## config.mk

```make
export PLATFORM = sky130hd
export DESIGN_NAME = mcd_datapath
export DESIGN_NICKNAME = d
export VERILOG_FILES = /design/src/hw/mcd_pkg.sv /design/src/hw/mcd_agu.sv /design/src/hw/mcd_datapath.sv
export VERILOG_INCLUDE_DIRS = /design/src /design/src/hw
export SDC_FILE = /design/constraint.sdc
export NUM_CORES = 2
export LEC_CHECK = 0
export ABC_AREA = 1
export BUFFER_PORTS_ARGS = -buffer_cell sky130_fd_sc_hd__buf_2
export CAP_MARGIN = 15
export CORE_ASPECT_RATIO = 2
export CORE_UTILIZATION = 35
export DETAILED_ROUTE_END_ITERATION = 16
export PLACE_DENSITY_LB_ADDON = 0.15
export SLEW_MARGIN = 20
export SYNTH_ARGS = -nofsm -noshare
export SYNTH_HDL_FRONTEND = slang
export SYNTH_SLANG_ARGS = --single-unit
export TNS_END_PERCENT = 10
```

## constraint.sdc

```tcl
create_clock -name ref_clk_i -period 9.8 [get_ports ref_clk_i]
set_input_delay 0 -clock ref_clk_i [delete_from_list [all_inputs] [get_ports ref_clk_i]]
set_output_delay 0 -clock ref_clk_i [all_outputs]
set_load 0.01 [all_outputs]
```

## src/hw/mcd_params.svh

```systemverilog
// constants for the multiply-accumulate coprocessor datapath
`ifndef MCD_PARAMS_SVH
`define MCD_PARAMS_SVH
// accumulator geometry
`define MCD_ACC_MSB     39
`define MCD_SAT_LSB     31
`define MCD_ACC_RESET   40'h00_0000_0000
// adder constants
`define MCD_ROUND_CONST 40'h00_0000_8000
`define MCD_SAT_POS     40'h00_7FFF_FFFF
`define MCD_SAT_NEG     40'hFF_8000_0000
// limiter outputs
`define MCD_LIM_POS     16'h7FFF
`define MCD_LIM_NEG     16'h8000
// pointer step and internal dual-port ram window
`define MCD_PTR_STEP    16'h0002
`define MCD_DPRAM_BASE  16'hFA00
`define MCD_DPRAM_LAST  16'hFDFF
`define MCD_DPRAM_AW    10
// status word bit positions
`define MCD_MSW_E       12
`define MCD_MSW_SV      11
`define MCD_MSW_SL      10
`endif

```

## src/hw/mcd_pkg.sv

```systemverilog
// types of the multiply-accumulate coprocessor datapath
package mcd_pkg;
    // pointer post-modification
    typedef enum logic [4:0] {
        MCD_PM_KEEP = 5'h01,
        MCD_PM_INC  = 5'h02,
        MCD_PM_DEC  = 5'h04,
        MCD_PM_ADDQ = 5'h08,
        MCD_PM_SUBQ = 5'h10
    } mcd_pmod_t;
    // adder A source
    typedef enum logic [3:0] {
        MCD_A_ZERO  = 4'h1,
        MCD_A_ROUND = 4'h2,
        MCD_A_PROD  = 4'h4,
        MCD_A_CAT   = 4'h8
    } mcd_asel_t;
    // software-writable pointer and offset registers
    typedef enum logic [2:0] {
        MCD_SFR_TPA = 3'h0,
        MCD_SFR_TPB = 3'h1,
        MCD_SFR_TOA = 3'h2,
        MCD_SFR_TOB = 3'h3,
        MCD_SFR_GOA = 3'h4,
        MCD_SFR_GOB = 3'h5
    } mcd_sfr_t;
    // complete state of the datapath
    typedef struct packed {
        logic [1:0][15:0] tbl_ptr;
        logic [1:0][15:0] tbl_off;
        logic [1:0][15:0] gpr_off;
        logic             e_valid;
        logic             e_wr_acc;
        mcd_asel_t        e_asel;
        logic             e_b_acc;
        logic             e_b_inv;
        logic             e_b_shl;
        logic             e_cat_shl;
        logic             e_round;
        logic             e_sa;
        logic             e_sb;
        logic [15:0]      e_opa;
        logic [15:0]      e_opb;
        logic             e_gpr_we;
        logic [3:0]       e_gpr_idx;
        logic [15:0]      e_gpr_val;
        logic             e_move;
        logic [15:0]      e_move_addr;
        logic             w_move;
        logic [15:0]      w_move_addr;
        logic [15:0]      w_move_data;
        logic [39:0]      acc;
        logic             ext;
        logic             sv;
        logic             sl;
    } mcd_state_t;
endpackage : mcd_pkg

```

## src/hw/mcd_agu.sv

```systemverilog
// pointer post-modification and reverse write-back address
`timescale 1ns/10ps
`include "mcd_params.svh"
module mcd_agu (
    // pointer and selected offset
    input  wire logic              [15:0] ptr_i,
    input  wire logic              [15:0] off_i,
    input  wire mcd_pkg::mcd_pmod_t       mode_i,
    // results
    output logic                   [15:0] next_ptr_o,
    output logic                   [15:0] back_addr_o
);
    import mcd_pkg::*;

    // ==========================================================
    // forward and inverse modification
    always_comb begin
        case (mode_i)
            MCD_PM_INC: begin
                next_ptr_o  = ptr_i + `MCD_PTR_STEP;
                back_addr_o = ptr_i - `MCD_PTR_STEP;
            end
            MCD_PM_DEC: begin
                next_ptr_o  = ptr_i - `MCD_PTR_STEP;
                back_addr_o = ptr_i + `MCD_PTR_STEP;
            end
            MCD_PM_ADDQ: begin
                next_ptr_o  = ptr_i + off_i;
                back_addr_o = ptr_i - off_i;
            end
            MCD_PM_SUBQ: begin
                next_ptr_o  = ptr_i - off_i;
                back_addr_o = ptr_i + off_i;
            end
            default: begin // keep: move lands on the pointer itself
                next_ptr_o  = ptr_i;
                back_addr_o = ptr_i;
            end
        endcase
    end
endmodule : mcd_agu

```

## src/hw/mcd_datapath.sv

```systemverilog
// multiply-accumulate coprocessor datapath: address generation, multiplier, adder, flags
`timescale 1ns/10ps
`include "mcd_params.svh"
// Contract
// - three stages, acc and flags at execute end
// - decode computes addresses; gpr written at execute
// - write-back stage stores the parallel move
// - double indirect: gpr plus table pointer
// - table pointer confined to dual-port ram except on copy; the parallel move address is not folded into it
// - table pointer keep, step two, offset
// - sixteen gpr pointers, five modification kinds
// - parallel move only for mac-with-move
// - move address inverts the modification
// - signed/unsigned 16x16 product, sign-extended
// - fraction shift drops the redundant sign
// - extension flag marks bits above 32
// - adder A: zero, round, product, concatenation
// - adder B: zero or modified accumulator
// - saturation loads extreme 32-bit values
// - saturation sets sticky saturated flag
// - 40-bit overflow sets sticky overflow flag
// - accumulator is high, low, extension byte
// - limited read substitutes 7FFF or 8000
// - limited read changes no state
// - rounding adds bit 15, clears low word
// - unsigned operands only for multiplies
module mcd_datapath #(
    parameter int ADDR_W = 24
) (
    // clock and reset
    input  wire logic                   ref_clk_i,
    input  wire logic                   rst_i,
    // instruction in decode stage
    input  wire logic                   dec_valid_i,
    input  wire logic                   mac_with_move_insn_i,
    input  wire logic                   coproc_copy_insn_i,
    input  wire logic                   dec_tbl_sel_i,
    input  wire mcd_pkg::mcd_pmod_t     dec_tbl_mod_i,
    input  wire logic                   dec_tbl_off_sel_i,
    input  wire logic            [3:0]  dec_gpr_idx_i,
    input  wire logic           [15:0]  dec_gpr_ptr_i,
    input  wire mcd_pkg::mcd_pmod_t     dec_gpr_mod_i,
    input  wire logic                   dec_gpr_off_sel_i,
    input  wire logic                   dec_wr_acc_i,
    input  wire mcd_pkg::mcd_asel_t     dec_asel_i,
    input  wire logic                   dec_b_acc_i,
    input  wire logic                   dec_b_inv_i,
    input  wire logic                   dec_b_shl_i,
    input  wire logic                   dec_cat_shl_i,
    input  wire logic                   dec_round_i,
    input  wire logic                   dec_signed_a_i,
    input  wire logic                   dec_signed_b_i,
    // operand fetch
    input  wire logic [ADDR_W-17:0]     data_page_i,
    output logic      [ADDR_W-1:0]      tbl_addr_o,
    output logic      [ADDR_W-1:0]      gpr_addr_o,
    input  wire logic           [15:0]  operand_bus_a_i,
    input  wire logic           [15:0]  operand_bus_b_i,
    // pointer and offset register writes
    input  wire logic                   sfr_we_i,
    input  wire mcd_pkg::mcd_sfr_t      sfr_sel_i,
    input  wire logic           [15:0]  sfr_wdata_i,
    // control bits
    input  wire logic                   fraction_shift_enable_i,
    input  wire logic                   saturate_enable_i,
    input  wire logic                   clr_sticky_overflow_i,
    input  wire logic                   clr_saturated_i,
    // gpr pointer write-back
    output logic                        gpr_wr_en_o,
    output logic                 [3:0]  gpr_wr_idx_o,
    output logic                [15:0]  gpr_wr_data_o,
    // parallel move write
    output logic                        move_wr_en_o,
    output logic      [ADDR_W-1:0]      move_addr_o,
    output logic                [15:0]  move_data_o,
    // accumulator and status
    output logic                [15:0]  acc_high_word_o,
    output logic                [15:0]  acc_low_word_o,
    output logic                 [7:0]  acc_ext_byte_o,
    output logic                [15:0]  mac_status_word_o,
    output logic                        ext_flag_o,
    output logic                        sticky_overflow_flag_o,
    output logic                        saturated_flag_o,
    output logic                [15:0]  limited_acc_read_o,
    output logic                [15:0]  table_pointer_a_o,
    output logic                [15:0]  table_pointer_b_o
);
    import mcd_pkg::*;

    // refused at elaboration: the page field needs at least one bit
    if (ADDR_W < 17 || ADDR_W > 32) begin : g_bad_addr_w
        $error("mcd_datapath: ADDR_W must be 17..32");
    end

    mcd_state_t st;
    mcd_state_t next_st;

    logic [15:0] cur_tbl_ptr;
    logic [15:0] tbl_next;
    logic [15:0] tbl_back;
    logic [15:0] gpr_next;
    logic        tbl_in_ram;
    logic [15:0] tbl_eff;

    // ==========================================================
    // address generation (decode stage)
    assign cur_tbl_ptr = st.tbl_ptr[dec_tbl_sel_i];

    mcd_agu u_tbl_agu (
        .ptr_i       (cur_tbl_ptr),
        .off_i       (st.tbl_off[dec_tbl_off_sel_i]),
        .mode_i      (dec_tbl_mod_i),
        .next_ptr_o  (tbl_next),
        .back_addr_o (tbl_back)
    );

    mcd_agu u_gpr_agu (
        .ptr_i       (dec_gpr_ptr_i),
        .off_i       (st.gpr_off[dec_gpr_off_sel_i]),
        .mode_i      (dec_gpr_mod_i),
        .next_ptr_o  (gpr_next),
        .back_addr_o ()
    );

    // out-of-window table pointers fold back into the ram, copy reaches anywhere
    assign tbl_in_ram = (cur_tbl_ptr >= `MCD_DPRAM_BASE) && (cur_tbl_ptr <= `MCD_DPRAM_LAST);
    assign tbl_eff    = (tbl_in_ram || coproc_copy_insn_i) ? cur_tbl_ptr
                      : `MCD_DPRAM_BASE + {6'h00, cur_tbl_ptr[`MCD_DPRAM_AW-1:0]};
    assign tbl_addr_o = {{(ADDR_W-16){1'b0}}, tbl_eff};
    assign gpr_addr_o = {data_page_i, dec_gpr_ptr_i};

    // ==========================================================
    // multiplier, scaler and adder (execute stage)
    logic signed [33:0] prod34;
    logic        [39:0] prod40;
    logic        [39:0] prod_sc;
    logic        [39:0] cat40;
    logic        [39:0] a_in;
    logic        [39:0] b_acc;
    logic        [39:0] b_in;
    logic        [39:0] sum;
    logic               ovf40;
    logic               ovf32;
    logic               neg_dir;
    logic               sat;
    logic        [39:0] acc_new;
    logic               ext_new;

    // signedness only affects the multiplier; concat is always two's complement
    assign prod34  = $signed({st.e_sa & st.e_opa[15], st.e_opa})
                   * $signed({st.e_sb & st.e_opb[15], st.e_opb});
    assign prod40  = {{6{prod34[33]}}, prod34};
    assign prod_sc = fraction_shift_enable_i ? {prod40[38:0], 1'b0} : prod40;
    assign cat40   = st.e_cat_shl ? {{7{st.e_opa[15]}}, st.e_opa, st.e_opb, 1'b0}
                                  : {{8{st.e_opa[15]}}, st.e_opa, st.e_opb};

    // A input source
    always_comb begin
        case (st.e_asel)
            MCD_A_ROUND: a_in = `MCD_ROUND_CONST;
            MCD_A_PROD:  a_in = prod_sc;
            MCD_A_CAT:   a_in = cat40;
            default:     a_in = `MCD_ACC_RESET;
        endcase
    end

    // B input: invert plus carry-in gives a true negation for subtraction
    assign b_acc = st.e_b_shl ? {st.acc[38:0], 1'b0} : st.acc;
    assign b_in  = st.e_b_acc ? (st.e_b_inv ? ~b_acc : b_acc)
                              : (st.e_b_inv ? ~`MCD_ACC_RESET : `MCD_ACC_RESET);
    assign sum   = a_in + b_in + {39'h0, st.e_b_inv};

    // overflow detection at the 40 and 32 bit boundaries
    assign ovf40   = (a_in[`MCD_ACC_MSB] == b_in[`MCD_ACC_MSB])
                   && (sum[`MCD_ACC_MSB] != a_in[`MCD_ACC_MSB]);
    assign ovf32   = ovf40 || !((&sum[`MCD_ACC_MSB:`MCD_SAT_LSB])
                   || !(|sum[`MCD_ACC_MSB:`MCD_SAT_LSB]));
    assign neg_dir = ovf40 ? ~sum[`MCD_ACC_MSB] : sum[`MCD_ACC_MSB];
    assign sat     = saturate_enable_i && ovf32;

    // saturation substitute, else the sum is kept with the low word cleared on round
    always_comb begin
        if (sat) begin
            acc_new = neg_dir ? `MCD_SAT_NEG : `MCD_SAT_POS;
        end else begin
            acc_new = sum;
            if (st.e_round) begin
                acc_new[15:0] = 16'h0000;
            end
        end
    end
    assign ext_new = !((&acc_new[`MCD_ACC_MSB:`MCD_SAT_LSB])
                   || !(|acc_new[`MCD_ACC_MSB:`MCD_SAT_LSB]));

    // ==========================================================
    // next state
    always_comb begin
        next_st = st;
        // decode: latch operands, post-modify the table pointer
        next_st.e_valid     = dec_valid_i;
        next_st.e_wr_acc    = dec_valid_i && dec_wr_acc_i;
        next_st.e_asel      = dec_asel_i;
        next_st.e_b_acc     = dec_b_acc_i;
        next_st.e_b_inv     = dec_b_inv_i;
        next_st.e_b_shl     = dec_b_shl_i;
        next_st.e_cat_shl   = dec_cat_shl_i;
        next_st.e_round     = dec_round_i;
        next_st.e_sa        = dec_signed_a_i;
        next_st.e_sb        = dec_signed_b_i;
        next_st.e_opa       = operand_bus_a_i;
        next_st.e_opb       = operand_bus_b_i;
        next_st.e_gpr_we    = dec_valid_i && (dec_gpr_mod_i != MCD_PM_KEEP);
        next_st.e_gpr_idx   = dec_gpr_idx_i;
        next_st.e_gpr_val   = gpr_next;
        next_st.e_move      = dec_valid_i && mac_with_move_insn_i;
        next_st.e_move_addr = tbl_back;
        if (dec_valid_i) begin
            next_st.tbl_ptr[dec_tbl_sel_i] = tbl_next;
        end
        // execute: result and flags at the end of the cycle
        next_st.w_move      = st.e_move;
        next_st.w_move_addr = st.e_move_addr;
        next_st.w_move_data = st.e_opa;
        next_st.sv          = st.sv && !clr_sticky_overflow_i;
        next_st.sl          = st.sl && !clr_saturated_i;
        if (st.e_valid && st.e_wr_acc) begin
            next_st.acc = acc_new;
            next_st.ext = ext_new;
            if (ovf40) begin
                next_st.sv = 1'b1;
            end
            if (sat) begin
                next_st.sl = 1'b1;
            end
        end
        // software write lands last and overrides a same-cycle modification
        if (sfr_we_i) begin
            case (sfr_sel_i)
                MCD_SFR_TPA: next_st.tbl_ptr[0] = sfr_wdata_i;
                MCD_SFR_TPB: next_st.tbl_ptr[1] = sfr_wdata_i;
                MCD_SFR_TOA: next_st.tbl_off[0] = sfr_wdata_i;
                MCD_SFR_TOB: next_st.tbl_off[1] = sfr_wdata_i;
                MCD_SFR_GOA: next_st.gpr_off[0] = sfr_wdata_i;
                MCD_SFR_GOB: next_st.gpr_off[1] = sfr_wdata_i;
                default:     next_st.tbl_off[0] = st.tbl_off[0];
            endcase
        end
    end

    // state register
    always_ff @(posedge ref_clk_i) begin
        if (rst_i) begin
            st        <= '0;
            st.e_asel <= MCD_A_ZERO;
        end else begin
            st <= next_st;
        end
    end

    // ==========================================================
    // outputs
    assign gpr_wr_en_o   = st.e_valid && st.e_gpr_we;
    assign gpr_wr_idx_o  = st.e_gpr_idx;
    assign gpr_wr_data_o = st.e_gpr_val;
    assign move_wr_en_o  = st.w_move;
    assign move_addr_o   = {{(ADDR_W-16){1'b0}}, st.w_move_addr};
    assign move_data_o   = st.w_move_data;
    // readable right after execute; spacing of other reads is software's job
    assign acc_high_word_o = st.acc[31:16];
    assign acc_low_word_o  = st.acc[15:0];
    assign acc_ext_byte_o  = st.acc[`MCD_ACC_MSB:32];
    always_comb begin
        mac_status_word_o              = {8'h00, st.acc[`MCD_ACC_MSB:32]};
        mac_status_word_o[`MCD_MSW_E]  = st.ext;
        mac_status_word_o[`MCD_MSW_SV] = st.sv;
        mac_status_word_o[`MCD_MSW_SL] = st.sl;
    end
    assign ext_flag_o             = st.ext;
    assign sticky_overflow_flag_o = st.sv;
    assign saturated_flag_o       = st.sl;
    // limiter is a pure view of the state, so a read disturbs nothing
    assign limited_acc_read_o = !st.ext ? st.acc[31:16]
                              : (st.acc[`MCD_ACC_MSB] ? `MCD_LIM_NEG : `MCD_LIM_POS);
    assign table_pointer_a_o  = st.tbl_ptr[0];
    assign table_pointer_b_o  = st.tbl_ptr[1];
endmodule : mcd_datapath

```

==> results.sh <==
export IMPL_avgViaCountPerCell=4.90
export IMPL_async_flop_share_pct=0
export IMPL_cp_end_kind="register"
export IMPL_cts_max_level=1
export IMPL_nFillCells=9526
export IMPL_slew_headroom_pct=19.2
export IMPL_drt_iter0_drc=1332
export IMPL_cp_max_fo=11
export IMPL_gp_congestion=0.945
export IMPL_cts_tree="yes"
export IMPL_final_cell_mix="nand2_1, inv_1, nor2_1"
export IMPL_ios=331
export IMPL_outcome="complete, no violations"
export IMPL_seq_power_share_pct=26.9
export IMPL_yosysSeqAreaShare_pct=16.3
export IMPL_drc_errors=0
export IMPL_grt_overflow_total=0
export IMPL_grt_pass1_wl_um=181000
export IMPL_design_core_area_sq_um=89000
export IMPL_critical_path_top_delay_family="adder cells"
export IMPL_utilization_pct=41.0
export IMPL_syn_avg_cell_area_sq_um=6.93
export IMPL_hp_class="input port to output port"
export IMPL_crit_buf_inv=9
export IMPL_antenna_found_initial=3
export IMPL_synth_edff_count=0
export IMPL_drv_slew=0
export IMPL_hold_path_depth=0
export IMPL_final_common_cell="nand2_1"
export IMPL_ys_ff_latch=255
export IMPL_period_minus_slack_ps=9200
export IMPL_reg2reg_from="next_st[49]"
export IMPL_r2r_end="acc_high_word_o[1]"
export IMPL_via_count=29700
export IMPL_syn_area_sq_um=31400
export IMPL_first_pass_iters=6
export IMPL_cts_buffers=30
export IMPL_drive_above_1_share_pct=14.1
export IMPL_cp_start_kind="register"
export IMPL_syn_inst=4529
export IMPL_rows=155
export IMPL_nets=5451
export IMPL_dieArea_sq_um=90900
export IMPL_antenna_left=0
export IMPL_regArea_sq_um=5150
export IMPL_r2r_cells=47
export IMPL_track_usage_pct=26.6
export IMPL_max_freq_ghz=0.109
export IMPL_p_per_area_nw_per_um2=116
export IMPL_worstSetupPathType="register to register"
export IMPL_multiInputGateArea_sq_um=20800
export IMPL_finalSetupViolCount=0
export IMPL_r2r_setup_slack_ps=600
export IMPL_critPathSlowestCell="fa_1"
export IMPL_root_buffer="clkbuf_16"
export IMPL_swShare_pct=40.2
export IMPL_hold_end="gpr_addr_o[16]"
export IMPL_ys_flop_type="dfxtp_1"
export IMPL_grt_pass1_vias=31300
export IMPL_wl_per_cell_um=19.8
export IMPL_grt_start_max_net_pins=94
export IMPL_path_common_cell="nand2_1"
export IMPL_hold_start="data_page_i[0]"
export IMPL_cp_num_cells=47
export IMPL_power_frac_comb_pct=41.1
export IMPL_totalWireLength_um=120000
export IMPL_crit_required_ps=10360
export IMPL_io_buffers=293
export IMPL_clockBufferDepth=3
export IMPL_hold_violations=0
export IMPL_clk_pin_slew_ps=70
export IMPL_clk_insertion_delay_late_ps=660
export IMPL_cp_slowest_stage_delay_ps=580
export IMPL_switchingPower_mw=1.70
export IMPL_fin_setup_tns_ps=0
export IMPL_hpwl_um=99200
export IMPL_ys_warn_count=0
export IMPL_die_h_um=425
export IMPL_start_util_pct=35.2
export IMPL_cp_arrival_ps=9760
export IMPL_die_w_um=214
export IMPL_leakage_nw=19.6
export IMPL_period_share_pct=93.8
export IMPL_cap_viol_max_count=0
export IMPL_tightestPinTransition_ps=1200
export IMPL_skew_ps=26.6
export IMPL_ir_drop_mv=0.155
export IMPL_pwr_share_clk_pct=32.1
export IMPL_syn_to_final_growth_pct=16.3
export IMPL_synth_cell_types=66
export IMPL_cts_num_sinks=255
export IMPL_rsz0062_at_grt="no"
export IMPL_p_int_mw=2.53
## layer usage
| layer | up-vias | part of all wire [%] | global-route usage (%) |
|---|---|---|---|
| met2 | 814 | 55 | 52.8 |
| met5 | - | 0 | 0 |
| met4 | 0 | 7.6 | 17.9 |
| li1 | 14400 | - | - |
| met3 | 296 | 3.9 | 2.91 |
| met1 | 14200 | 33 | 24.8 |
## cells in the mapped netlist, types with 8 or more instances
cell | instances | area (sq um)
a211oi_2 | 14 | 175
o22ai_1 | 13 | 81.3
nand4_1 | 24 | 150
o21ai_2 | 8 | 70.1
o21bai_1 | 10 | 75.1
o211ai_1 | 43 | 323
dfxtp_1 | 255 | 5100
nor3_1 | 30 | 150
buf_4 | 185 | 1390
xor2_1 | 132 | 1160
a211oi_1 | 16 | 120
a221oi_1 | 18 | 158
fa_1 | 303 | 6070
xnor2_1 | 26 | 228
clkinv_1 | 10 | 37.5
o21a_1 | 13 | 97.6
nand2_1 | 957 | 3590
a21oi_1 | 288 | 1440
inv_1 | 901 | 3380
o21ai_0 | 245 | 1230
nand3_1 | 108 | 541
nor3_2 | 10 | 100
a31oi_1 | 27 | 169
o21ai_1 | 9 | 45.0
ha_1 | 184 | 2300
clkbuf_1 | 153 | 574
inv_2 | 16 | 60.1
or2_1 | 11 | 68.8
o221ai_1 | 19 | 166
nor2_1 | 377 | 1420
or2_2 | 23 | 144
buf_1 | 14 | 52.6
## cell type report
type / instances / share of cell area, %
Sequential cell: 255 / 14.1
Clock inverter: 23 / 0.991
Inverter: 929 / 9.58
Multi-Input combinational cell: 3005 / 57.0
Antenna cell: 3 / 0.0206
Clock buffer: 33 / 2.14
Timing Repair Buffer: 629 / 12.1
Tap cell: 1177 / 4.04
## cells by family (layout without fill, tap and decap cells)
| logic type | Yosys count | in the layout | share of synthesized area [%] |
|---|---|---|---|
| other cells | 1 | 24 | 0.0120 |
| buf+inv | 1289 | 1614 | 17.8 |
| compound gates | 756 | 756 | 14.1 |
| xor+xnor | 158 | 158 | 4.41 |
| fa+ha+maj | 487 | 487 | 26.7 |
| simple gates | 1577 | 1577 | 20.6 |
| flops | 255 | 255 | 16.3 |
| mux | 6 | 6 | 0.191 |
## flip-flops by register name, summed over array words and instances (netlist names)
signal,flops
acc_low_word_o,16
gpr_wr_data_o,16
gpr_wr_idx_o,4
sticky_overflow_flag_o,1
next_st,33
table_pointer_b_o,16
st,94
table_pointer_a_o,16
ext_flag_o,1
move_data_o,16
move_wr_en_o,1
acc_ext_byte_o,8
move_addr_o,16
acc_high_word_o,16
saturated_flag_o,1
## power by group through the flow
| stage | Combinational (mW) | Clock, mW | Sequential (mW) |
|---|---|---|---|
| 6_report | 1.73 | 1.35 | 1.13 |
| 5_1_grt | 1.94 | 1.43 | 1.14 |
| 4_1_cts | 1.74 | 1.40 | 1.13 |
| 3_5_place_dp | 1.68 | 0 | 1.16 |
| 3_3_place_gp | 1.69 | 0 | 1.16 |
| 2_1_floorplan | 1.14 | 0 | 1.12 |
## worst max-delay path by stage
stage	slack, ps	end	start
6_report	600	acc_high_word_o[1]	next_st[49]
5_1_grt	3	acc_high_word_o[14]	next_st[55]
4_1_cts	180	acc_high_word_o[14]	st[120]
3_5_place_dp	230	acc_high_word_o[14]	st[120]
3_3_place_gp	310	acc_high_word_o[14]	st[117]
2_1_floorplan	940	ext_flag_o	next_st[56]
## metrics by stage
stage	hold WS, ps	total power, mW	setup slack (ps)	instances	cell area, sq um
6_report	0.00444	4.22	605	6054	36500
5_1_grt	0.0151	4.51	3.50	6054	36500
4_1_cts	0.0686	4.27	182	6050	36400
3_5_place_dp	0.0686	2.83	230	5863	34000
3_3_place_gp	0.0686	2.84	305	5863	34000
2_1_floorplan	71.4	2.26	938	4549	31400
## timing repair
item	in CTS	in global routing
gates resized for setup	0	35
endpoints found under the hold margin	191	0
setup endpoints to repair	0	42
buffers inserted	0	1
hold buffers	131	0
## worst register-to-register path, delay by kind of cell (launching register included)
kind	cells	cell delay, ps
fa+ha+maj	9	4120
flops	1	490
simple gates	19	1740
xor+xnor	1	190
compound gates	9	1630
buf+inv	9	930
(Power assumes the default switching activity.)
